## config.mk

```make
export PLATFORM = sky130hd
export DESIGN_NAME = card_host_irq_sources
export DESIGN_NICKNAME = d
export VERILOG_FILES = /design/src/event_flag_bank.v /design/src/card_host_irq_sources.v
export VERILOG_INCLUDE_DIRS = /design/src
export SDC_FILE = /design/constraint.sdc
export NUM_CORES = 1
export LEC_CHECK = 0
export BUFFER_PORTS_ARGS = -buffer_cell sky130_fd_sc_hd__buf_2
export CORE_MARGIN = 10
export CORE_UTILIZATION = 33
export CTS_CLUSTER_SIZE = 30
export DETAILED_ROUTE_END_ITERATION = 6
export PLACE_DENSITY = 0.6
export SLEW_MARGIN = 20
export SYNTH_ARGS = -nofsm -noshare
export SYNTH_HDL_FRONTEND = slang
export SYNTH_SLANG_ARGS = --single-unit
```

## constraint.sdc

```tcl
create_clock -name clk -period 2.53 [get_ports clk]
set_clock_uncertainty 0.2 [all_clocks]
set_input_delay 0.1265 -clock clk [delete_from_list [all_inputs] [get_ports clk]]
set_output_delay 0.1265 -clock clk [all_outputs]
set_load 0.02 [all_outputs]
```

## src/card_irq_regs.vh

```
// Register offsets, field positions and reset values of the event source block
`ifndef CARD_IRQ_REGS_VH
`define CARD_IRQ_REGS_VH

// ----------------------------------------------------------------
// Register offsets
// ----------------------------------------------------------------
`define OFS_RAW_EVENT_FLAGS 12'h000
`define OFS_EVENT_MASK      12'h004
`define OFS_EVENT_CLEAR     12'h008

// ----------------------------------------------------------------
// Field positions
// ----------------------------------------------------------------
`define BIT_BUSY_END        10
`define BIT_CMD_SENT        11
`define BIT_LINE3_HIGH      12
`define BIT_LINE3_LOW       13
`define BIT_RESP_CRC        14
`define BIT_RESP_AVAIL      15
`define BIT_DATA_CRC        16
`define BIT_DATA_DONE       17
`define BIT_SDIO_IRQ        18
`define BIT_LINE3_LIVE      19
`define LOW_EVENT_COUNT     10
`define EVENT_COUNT         19

// ----------------------------------------------------------------
// Reset values
// ----------------------------------------------------------------
`define RST_RAW_EVENT_FLAGS 19'h00000
`define RST_EVENT_MASK      19'h7FFFF
`define RST_READ_DATA       32'h00000000

`endif

```

## src/event_flag_bank.v

```verilog
// Sticky event flags, set by hardware and cleared by software
`timescale 1ns/1ps
`default_nettype none

module event_flag_bank #(
  parameter WIDTH = 19
) (
  // Clock and reset
  input  wire             clk,
  input  wire             rst,
  // Set and clear vectors
  input  wire [WIDTH-1:0] setVec,
  input  wire [WIDTH-1:0] clrVec,
  // Flags
  output reg  [WIDTH-1:0] flags_r
);

  wire [WIDTH-1:0] flags_nxt;

  // ----------------------------------------------------------------
  // Set wins over clear in the same cycle
  // ----------------------------------------------------------------
  assign flags_nxt = (flags_r & ~clrVec) | setVec;

  always @(posedge clk or posedge rst)
  begin
    if (rst)
    begin
      flags_r <= {WIDTH{1'b0}};
    end
    else
    begin
      flags_r <= flags_nxt;
    end
  end

endmodule

`default_nettype wire

```

## src/card_host_irq_sources.v

```verilog
// Event source register, mask, clear and interrupt pin of the card host
//
// What this block does
// - Read-only raw flag register at 0x00, reset zero
// - Software polls flags or finds interrupt cause
// - Bit 19 reads live line three level
// - Bit 18 sets on SDIO card interrupt
// - Card interrupt cleared here and at card
// - Bit 17 sets when data transfer finishes
// - Bit 16 sets on data CRC failure
// - Bit 15 sets when response is buffered
// - Bit 14 sets on response CRC failure
// - Bit 13 sets when idle and line low
// - Bit 12 sets when idle and line high
// - Bit 11 sets when command fully sent
// - Per-source mask, one masks, all masked
// - Writing one to clear register clears flag
// - Bit 10 sets when card busy ends
`include "card_irq_regs.vh"
`timescale 1ns/1ps
`default_nettype none

module card_host_irq_sources #(
  parameter ADDR_WIDTH = 12
) (
  // Clock and reset
  input  wire                  clk,
  input  wire                  rst,
  // Register port
  input  wire [ADDR_WIDTH-1:0] regAddr,
  input  wire                  regWrEn,
  input  wire                  regRdEn,
  input  wire [31:0]           regWrData,
  output reg  [31:0]           regRdData_r,
  output reg                   regRdValid_r,
  // Card-side event pulses
  input  wire                  cmdSent,
  input  wire                  respAvail,
  input  wire                  respCrcFail,
  input  wire                  dataDone,
  input  wire                  dataCrcFail,
  input  wire                  busyEnd,
  // Card-side levels
  input  wire                  sdioCardIrq,
  input  wire                  dataIdle,
  input  wire                  cardDataLineThree,
  // Lower event pulses from the FIFO and busy logic
  input  wire [`LOW_EVENT_COUNT-1:0] lowEvents,
  // Interrupt pin
  output reg                   irq_r
);

  // ----------------------------------------------------------------
  // Address decode
  // ----------------------------------------------------------------
  function addrHit;
    input [ADDR_WIDTH-1:0] addr;
    input [11:0]           ofs;
    begin
      addrHit = (addr == ofs[ADDR_WIDTH-1:0]);
    end
  endfunction

  function lineIdleAt;
    input idle;
    input line;
    input level;
    begin
      lineIdleAt = idle & (line == level);
    end
  endfunction

  wire hitFlags;
  wire hitMask;
  wire hitClear;

  // Full-width compare, so unmapped offsets read zero
  assign hitFlags = addrHit(regAddr, `OFS_RAW_EVENT_FLAGS);
  assign hitMask  = addrHit(regAddr, `OFS_EVENT_MASK);
  assign hitClear = addrHit(regAddr, `OFS_EVENT_CLEAR);

  // ----------------------------------------------------------------
  // Access strobes
  // ----------------------------------------------------------------
  // Writes to the flag register itself fall on nothing
  // Strobes last one cycle per access
  wire wrMask;
  wire wrClear;

  assign wrMask  = regWrEn & hitMask;
  assign wrClear = regWrEn & hitClear;

  // ----------------------------------------------------------------
  // Line three level and event sources
  // ----------------------------------------------------------------
  reg                     line3LiveLevel_r;
  wire                    line3LiveLevel_nxt;
  reg  [`EVENT_COUNT-1:0] setVec;
  reg  [`EVENT_COUNT-1:0] clrVec;
  wire [`EVENT_COUNT-1:0] rawFlags;

  // Bit 19 is a level, never a sticky flag
  assign line3LiveLevel_nxt = cardDataLineThree;

  always @(posedge clk or posedge rst)
  begin
    if (rst)
    begin
      line3LiveLevel_r <= 1'b0;
    end
    else
    begin
      line3LiveLevel_r <= line3LiveLevel_nxt;
    end
  end

  // ----------------------------------------------------------------
  // Lower event sources
  // ----------------------------------------------------------------
  // Lower flags come from the FIFO and busy logic
  wire [`LOW_EVENT_COUNT-1:0] setLow;

  assign setLow = lowEvents;

  // ----------------------------------------------------------------
  // Upper event sources
  // ----------------------------------------------------------------
  // Idle line flags are levels and re-set while the condition holds
  wire setBusyEnd;
  wire setCmdSent;
  wire setLineHigh;
  wire setLineLow;
  wire setRespCrc;
  wire setRespAvail;
  wire setDataCrc;
  wire setDataDone;
  wire setSdioIrq;

  assign setBusyEnd   = busyEnd;
  assign setCmdSent   = cmdSent;
  assign setLineHigh  = lineIdleAt(dataIdle, cardDataLineThree, 1'b1);
  assign setLineLow   = lineIdleAt(dataIdle, cardDataLineThree, 1'b0);
  assign setRespCrc   = respCrcFail;
  assign setRespAvail = respAvail;
  assign setDataCrc   = dataCrcFail;
  assign setDataDone  = dataDone;
  // Card interrupt re-sets its flag until the card drops it
  assign setSdioIrq   = sdioCardIrq;

  always @*
  begin
    setVec = {`EVENT_COUNT{1'b0}};
    setVec[`LOW_EVENT_COUNT-1:0] = setLow;
    setVec[`BIT_BUSY_END]   = setBusyEnd;
    setVec[`BIT_CMD_SENT]   = setCmdSent;
    setVec[`BIT_LINE3_HIGH] = setLineHigh;
    setVec[`BIT_LINE3_LOW]  = setLineLow;
    setVec[`BIT_RESP_CRC]   = setRespCrc;
    setVec[`BIT_RESP_AVAIL] = setRespAvail;
    setVec[`BIT_DATA_CRC]   = setDataCrc;
    setVec[`BIT_DATA_DONE]  = setDataDone;
    setVec[`BIT_SDIO_IRQ]   = setSdioIrq;
  end

  // ----------------------------------------------------------------
  // Clear register and raw flags
  // ----------------------------------------------------------------
  // A set in the same cycle as a clear wins
  always @*
  begin
    clrVec = {`EVENT_COUNT{1'b0}};
    if (wrClear)
    begin
      clrVec = regWrData[`EVENT_COUNT-1:0];
    end
  end

  event_flag_bank #(
    .WIDTH (`EVENT_COUNT)
  ) flagBank (
    .clk     (clk),
    .rst     (rst),
    .setVec  (setVec),
    .clrVec  (clrVec),
    .flags_r (rawFlags)
  );

  // ----------------------------------------------------------------
  // Mask register
  // ----------------------------------------------------------------
  // All sources start masked so the pin stays quiet after reset
  reg [`EVENT_COUNT-1:0] mask_r;
  reg [`EVENT_COUNT-1:0] mask_nxt;

  always @*
  begin
    mask_nxt = mask_r;
    if (wrMask)
    begin
      mask_nxt = regWrData[`EVENT_COUNT-1:0];
    end
  end

  always @(posedge clk or posedge rst)
  begin
    if (rst)
    begin
      mask_r <= `RST_EVENT_MASK;
    end
    else
    begin
      mask_r <= mask_nxt;
    end
  end

  // ----------------------------------------------------------------
  // Interrupt pin
  // ----------------------------------------------------------------
  // Pin follows the unmasked raw flags one cycle later, so a clear drops it
  wire [`EVENT_COUNT-1:0] pending;
  wire                    irq_nxt;

  assign pending = rawFlags & ~mask_r;
  assign irq_nxt = |pending;

  always @(posedge clk or posedge rst)
  begin
    if (rst)
    begin
      irq_r <= 1'b0;
    end
    else
    begin
      irq_r <= irq_nxt;
    end
  end

  // ----------------------------------------------------------------
  // Read path
  // ----------------------------------------------------------------
  reg [31:0] flagsWord;
  reg [31:0] maskWord;
  reg [31:0] rdMux;

  // Bit 19 shows the sampled line level beside the flags
  always @*
  begin
    flagsWord = `RST_READ_DATA;
    flagsWord[`EVENT_COUNT-1:0] = rawFlags;
    flagsWord[`BIT_LINE3_LIVE]  = line3LiveLevel_r;
  end

  always @*
  begin
    maskWord = `RST_READ_DATA;
    maskWord[`EVENT_COUNT-1:0] = mask_r;
  end

  // Unmapped and write-only offsets read zero
  always @*
  begin
    rdMux = `RST_READ_DATA;
    if (hitFlags)
    begin
      rdMux = flagsWord;
    end
    else if (hitMask)
    begin
      rdMux = maskWord;
    end
  end

  // Read data holds from one read to the next
  reg [31:0] regRdData_nxt;
  reg        regRdValid_nxt;

  always @*
  begin
    regRdValid_nxt = regRdEn;
    regRdData_nxt  = regRdData_r;
    if (regRdEn)
    begin
      regRdData_nxt = rdMux;
    end
  end

  always @(posedge clk or posedge rst)
  begin
    if (rst)
    begin
      regRdData_r  <= `RST_READ_DATA;
      regRdValid_r <= 1'b0;
    end
    else
    begin
      regRdValid_r <= regRdValid_nxt;
      regRdData_r  <= regRdData_nxt;
    end
  end

endmodule

`default_nettype wire

```

== After elaboration in Yosys (flattened, before gate mapping) ==
Index checks and enable logic that the tools add are counted.

* Register bits: 73
* Input bits: 67
* Output and inout port bits: 34

* Bitwise operators: 10
* Equality and inequality tests: 2
* Mux-type cells: 3
* Reduce and logical (&&, ||, !) cells: 2

{| class="wikitable"
|+ Operator list
! cell !! count
|-
| AND 19 bit || 2
|-
| 2-to-1 mux 19 bit || 2
|-
| inverter 19 bit || 2
|-
| 2-to-1 mux 20 bit || 1
|-
| OR 19 bit || 1
|-
| OR reduction 19 bit || 1
|-
| equality test 12 x 3 -> 1 bit (second input constant) || 1
|-
| equality test 12 x 4 -> 1 bit (second input constant) || 1
|-
| logical NOT 12 bit || 1
|-
| AND 1 bit || 4
|-
| inverter 1 bit || 1
|}

== Logic depth before layout (Yosys ltp) ==
* Word-level depth: 6
* Gate-level depth with buffers: 6

== Cells and area by module ==
A second synthesis with hierarchy kept.

* Cell total of the unflattened synthesis: 242
* Area total of the unflattened synthesis: 2,891.5 um^2

{| class="wikitable"
|+ Modules (own cells, without submodules)
! module !! cells an instance !! area an instance (um^2) !! times used
|-
| card_host_irq_sources || 184 || 2,198.4 || 1
|-
| event_flag_bank || 58 || 693.2 || 1
|}

== Worst setup path before layout ==
No wires, ideal clock.

* Kind: input to register
* Start point: input regAddr[7]
* End point: register mask_r[0]
* Stages: 6
* Data required time: 2,248 ps
* Data arrival time: 1,640 ps
* Path slack: 608 ps
* Path buffers: 2
* Cell sequence: or4_4 nor3_2 and4b_1 buf_6 buf_12 mux2_2

* Cells in the longest elaborated chain, start to end: 2

{| class="wikitable"
|+ Ends and longest elaborated chain
! what !! line !! RTL
|-
| start, declared || card_host_irq_sources.v:30 || <nowiki>input wire [ADDR_WIDTH-1:0] regAddr,</nowiki>
|-
| equality test 12 x 3 -> 1 bit || card_host_irq_sources.v:60 || <nowiki>addrHit = (addr == ofs[ADDR_WIDTH-1:0]);</nowiki>
|-
| AND 1 bit || card_host_irq_sources.v:90 || <nowiki>assign wrMask = regWrEn & hitMask;</nowiki>
|-
| end signal, assigned || card_host_irq_sources.v:208 || <nowiki>mask_r <= `RST_EVENT_MASK;</nowiki>
|-
| end signal, assigned || card_host_irq_sources.v:212 || <nowiki>mask_r <= mask_nxt;</nowiki>
|-
| end, declared || card_host_irq_sources.v:192 || <nowiki>reg [`EVENT_COUNT-1:0] mask_r;</nowiki>
|}

No other way between the ends.
A chain may end at the register's enable or synchronous reset.

== Final worst setup path ==
* Start point: input regAddr[7]
* End point: register flagBank.flags_r[11]

* Cells in the longest elaborated chain, start to end: 6

{| class="wikitable"
|+ Ends and longest elaborated chain
! what !! line !! RTL
|-
| equality test 12 x 4 -> 1 bit || card_host_irq_sources.v:60 ||
|-
| AND 1 bit || card_host_irq_sources.v:91 || <nowiki>assign wrClear = regWrEn & hitClear;</nowiki>
|-
| 2-to-1 mux 19 bit || card_host_irq_sources.v:172 || <nowiki>if (wrClear)</nowiki>
|-
| inverter 19 bit || event_flag_bank.v:23 || <nowiki>assign flags_nxt = (flags_r & ~clrVec) | setVec;</nowiki>
|-
| AND 19 bit || event_flag_bank.v:23 ||
|-
| OR 19 bit || event_flag_bank.v:23 ||
|-
| named net flagBank.flags_nxt[11] || event_flag_bank.v:18 || <nowiki>wire [WIDTH-1:0] flags_nxt;</nowiki>
|-
| end signal, assigned || event_flag_bank.v:29 || <nowiki>flags_r <= {WIDTH{1'b0}};</nowiki>
|-
| end signal, assigned || event_flag_bank.v:33 || <nowiki>flags_r <= flags_nxt;</nowiki>
|-
| end, declared || event_flag_bank.v:15 || <nowiki>output reg [WIDTH-1:0] flags_r</nowiki>
|}

The timed path passes the listed nets, and every way through them passes these cells.

==> results.txt <==
Worst setup EP type - flip-flop
Crit-path max FO - 19
Gp weighted congestion - 0.7516
WL/cell - 15.46 um
Hold Path Class - in -> async
Top cells by area, synth - dfrtp_1 38%, dfstp_2 18%, mux2_2 7.7%
Antenna violations before repair - 0
Clock Path Buffers - 2
Clock Tree Root - clkbuf_8
Number of enable flip-flop cells after synthesis - 0
First-pass GRT wire length - 12,330 um
Remaining global-route overflow - 0
Routed Antenna Nets - 0
Crit path largest cell delay - 0.56 ns
First-pass DRT Iterations - 4
Clock latency on the worst-skew pair - 0.33 ns
FF+latch count, synth - 61
Fin. max-slew vios - 0
CTS tree - yes
# IOs - 101
Category of the most critical setup path - in -> reg
RSZ-0062 raised after global routing - false
Slew @ Worst Pin - 0.6533 ns
Cell Area, Synth - 0.002783 mm^2
Finished Layout Cells - 487
Achievable clock frequency - 440.4 MHz
Core area - 0.008217 mm^2
Top Usage Layer GRT - met2
Hpwl dp - 4965 um
Num CTS Buffers - 9
Nets - 445
Avg Inst Size Synth - 11.64 um^2
Worst-path clk slew - 0.08 ns
Seq/Total Area, Yosys - 55.71%
Most area-hungry cell type in the Yosys netlist - dfrtp_1
CTS resizes - 0
M2 GR Usage - 18.76%
Syn. warnings - 0
Share of cells above drive strength 1 - 37.70%
Total wire length - 7530 um
PwrDens - 505.6 mW/mm^2
Period utilization - 89.75%
Leak - 1.844 nW
Die Y - 111.8 um
Setup TNS - 0 ns
CP cell instances - buf_2, or4_4, nor4_4, buf_4, a21oi_1, or2_2, dlygate4sd3_1
First-iteration detailed-routing DRC count - 59
Setup violations, final - 0
GRT met3 Usage - 4.348%
Placed cells - 414
Critical Path RT - 2.55 ns
Bufs and invs on worst path - 3
Vias in the first global route - 2,460
Slew headroom - 56.38%
Cells after Synth - 239
Asr flop ratio synth - 100.0%
Site row count - 33
Most common cell after layout, fill and taps aside - buf_2
Largest net degree at the start of global routing - 33
Main synth FF type - dfrtp_1
Chip width - 111.8 um
Area growth syn-to-layout - 44.38%
Total clock sinks - 61
Top delay family on crit path - simple AND/OR/NAND/NOR gates
Die area - 0.01250 mm^2
Netlist cell types - 28
Post-CTS Setup Inserts - 0
Crit start category - input port
Status - complete, no violations
Port buffer count - 75
CTS HTree Levels - 3
Maximum Capacitance Violations - 0
Commonest cells after routing, fill and taps aside - 75 x buf_2, 58 x dlygate4sd3_1, 42 x dfrtp_1
Maximum vdd drop - 0.0002496 V
Clock period minus worst slack - 2.271 ns
Via Count - 2,183
Crit path arrival time - 2.30 ns
GRT Util Overall - 12.12%
DRC Markers - 0
Met1 usage - 15.04%
Crit-path slowest cell - dlygate4sd3_1
Detail-routed via count per cell - 4.483
Final Hold Fails - 0
Synth top area share - 37.77%
# diodes - 0
Initial core utilization - 33.87%
[layer usage]
layer | wire [um] | vias up
met4 | 110 | 0
li1 | - | 1063
met1 | 3450 | 1045
met3 | 450 | 10
met5 | 0 | -
met2 | 3519 | 65
[per-stage QoR]
step | hold WS (ns) | worst slack (ns) | area [um^2] | util (%) | total power [mW]
after floorplan | -0.04207 | 0.6082 | 2824 | - | 1.078
after global placement | 0.06314 | 0.4697 | 3238 | 39.41 | 1.128
after detailed placement | 0.06807 | 0.4488 | 3238 | 39.41 | 1.131
after CTS | 0.2174 | 0.2612 | 4018 | 48.90 | 2.066
after global routing | 0.2455 | 0.1685 | 4018 | 48.90 | 2.125
final | 0.2203 | 0.2594 | 4018 | 48.90 | 2.031
[worst paths after layout]
kind / startpoint / to / slack (ns) / cells after the start
setup / recovery: regAddr[7] / flagBank.flags_r[11] / 0.26 / 7
hold / removal: rst / regRdData_r[11] / 0.22 / 3
setup reg to reg: flagBank.flags_r[11] / flagBank.flags_r[11] / 0.88 / 4
hold reg to reg: regRdData_r[9] / regRdData_r[9] / 0.32 / 2
max in group asynchronous: rst / mask_r[14] / 1.22 / 4
min in group clk: regAddr[2] / regRdData_r[19] / 0.23 / 3
[tightest hold or removal path, delay by kind of cell]
kind | cells | cell delay, ns
buf+inv | 3 | 1.12
[cell families after synthesis]
logic type	Yosys count	share of synthesized area, %
compound gates	47	11.38
buf+inv	57	10.43
flops	61	55.71
mux	38	14.52
other cells	1	0.1348
simple gates	35	7.824
[what timing repair did]
item	in CTS	in global routing
hold buffers	58	0
setup endpoints to repair	0	0
hold endpoints to repair	61	0
[cell usage after synthesis (4+ instances only)]
cell type / instances
a21o_1: 13
mux2i_1: 19
dfstp_2: 19
or2_2: 6
clkbuf_1: 4
mux2_2: 19
buf_4: 12
nand2b_1: 6
inv_1: 36
o22ai_1: 23
dfrtp_1: 42
a21oi_1: 6
nand2_1: 13
[flip-flops by register name (all words and copies together) (netlist names)]
signal / cells
flagBank.flags_r: 19
irq_r: 1
line3LiveLevel_r: 1
mask_r: 19
regRdData_r: 20
regRdValid_r: 1
[power breakdown]
| group | total [mW] | internal [mW] | switching [mW] |
|---|---|---|---|
| combinational | 0.178 | 0.0911 | 0.0865 |
| clock | 0.871 | 0.500 | 0.372 |
| sequential | 0.982 | 0.981 | 0.00138 |
[cell type report]
cell class / instances / area, um^2
clock buffers: 11 / 151.4
clock inverters: 4 / 47.55
fillers: 786 / 4199
inverters: 36 / 135.1
multi-input cells: 132 / 983.4
flip-flops and latches: 61 / 1550
well taps: 105 / 131.4
repair buffers: 138 / 1018
No activity file was read; power rests on OpenSTA's default activity.
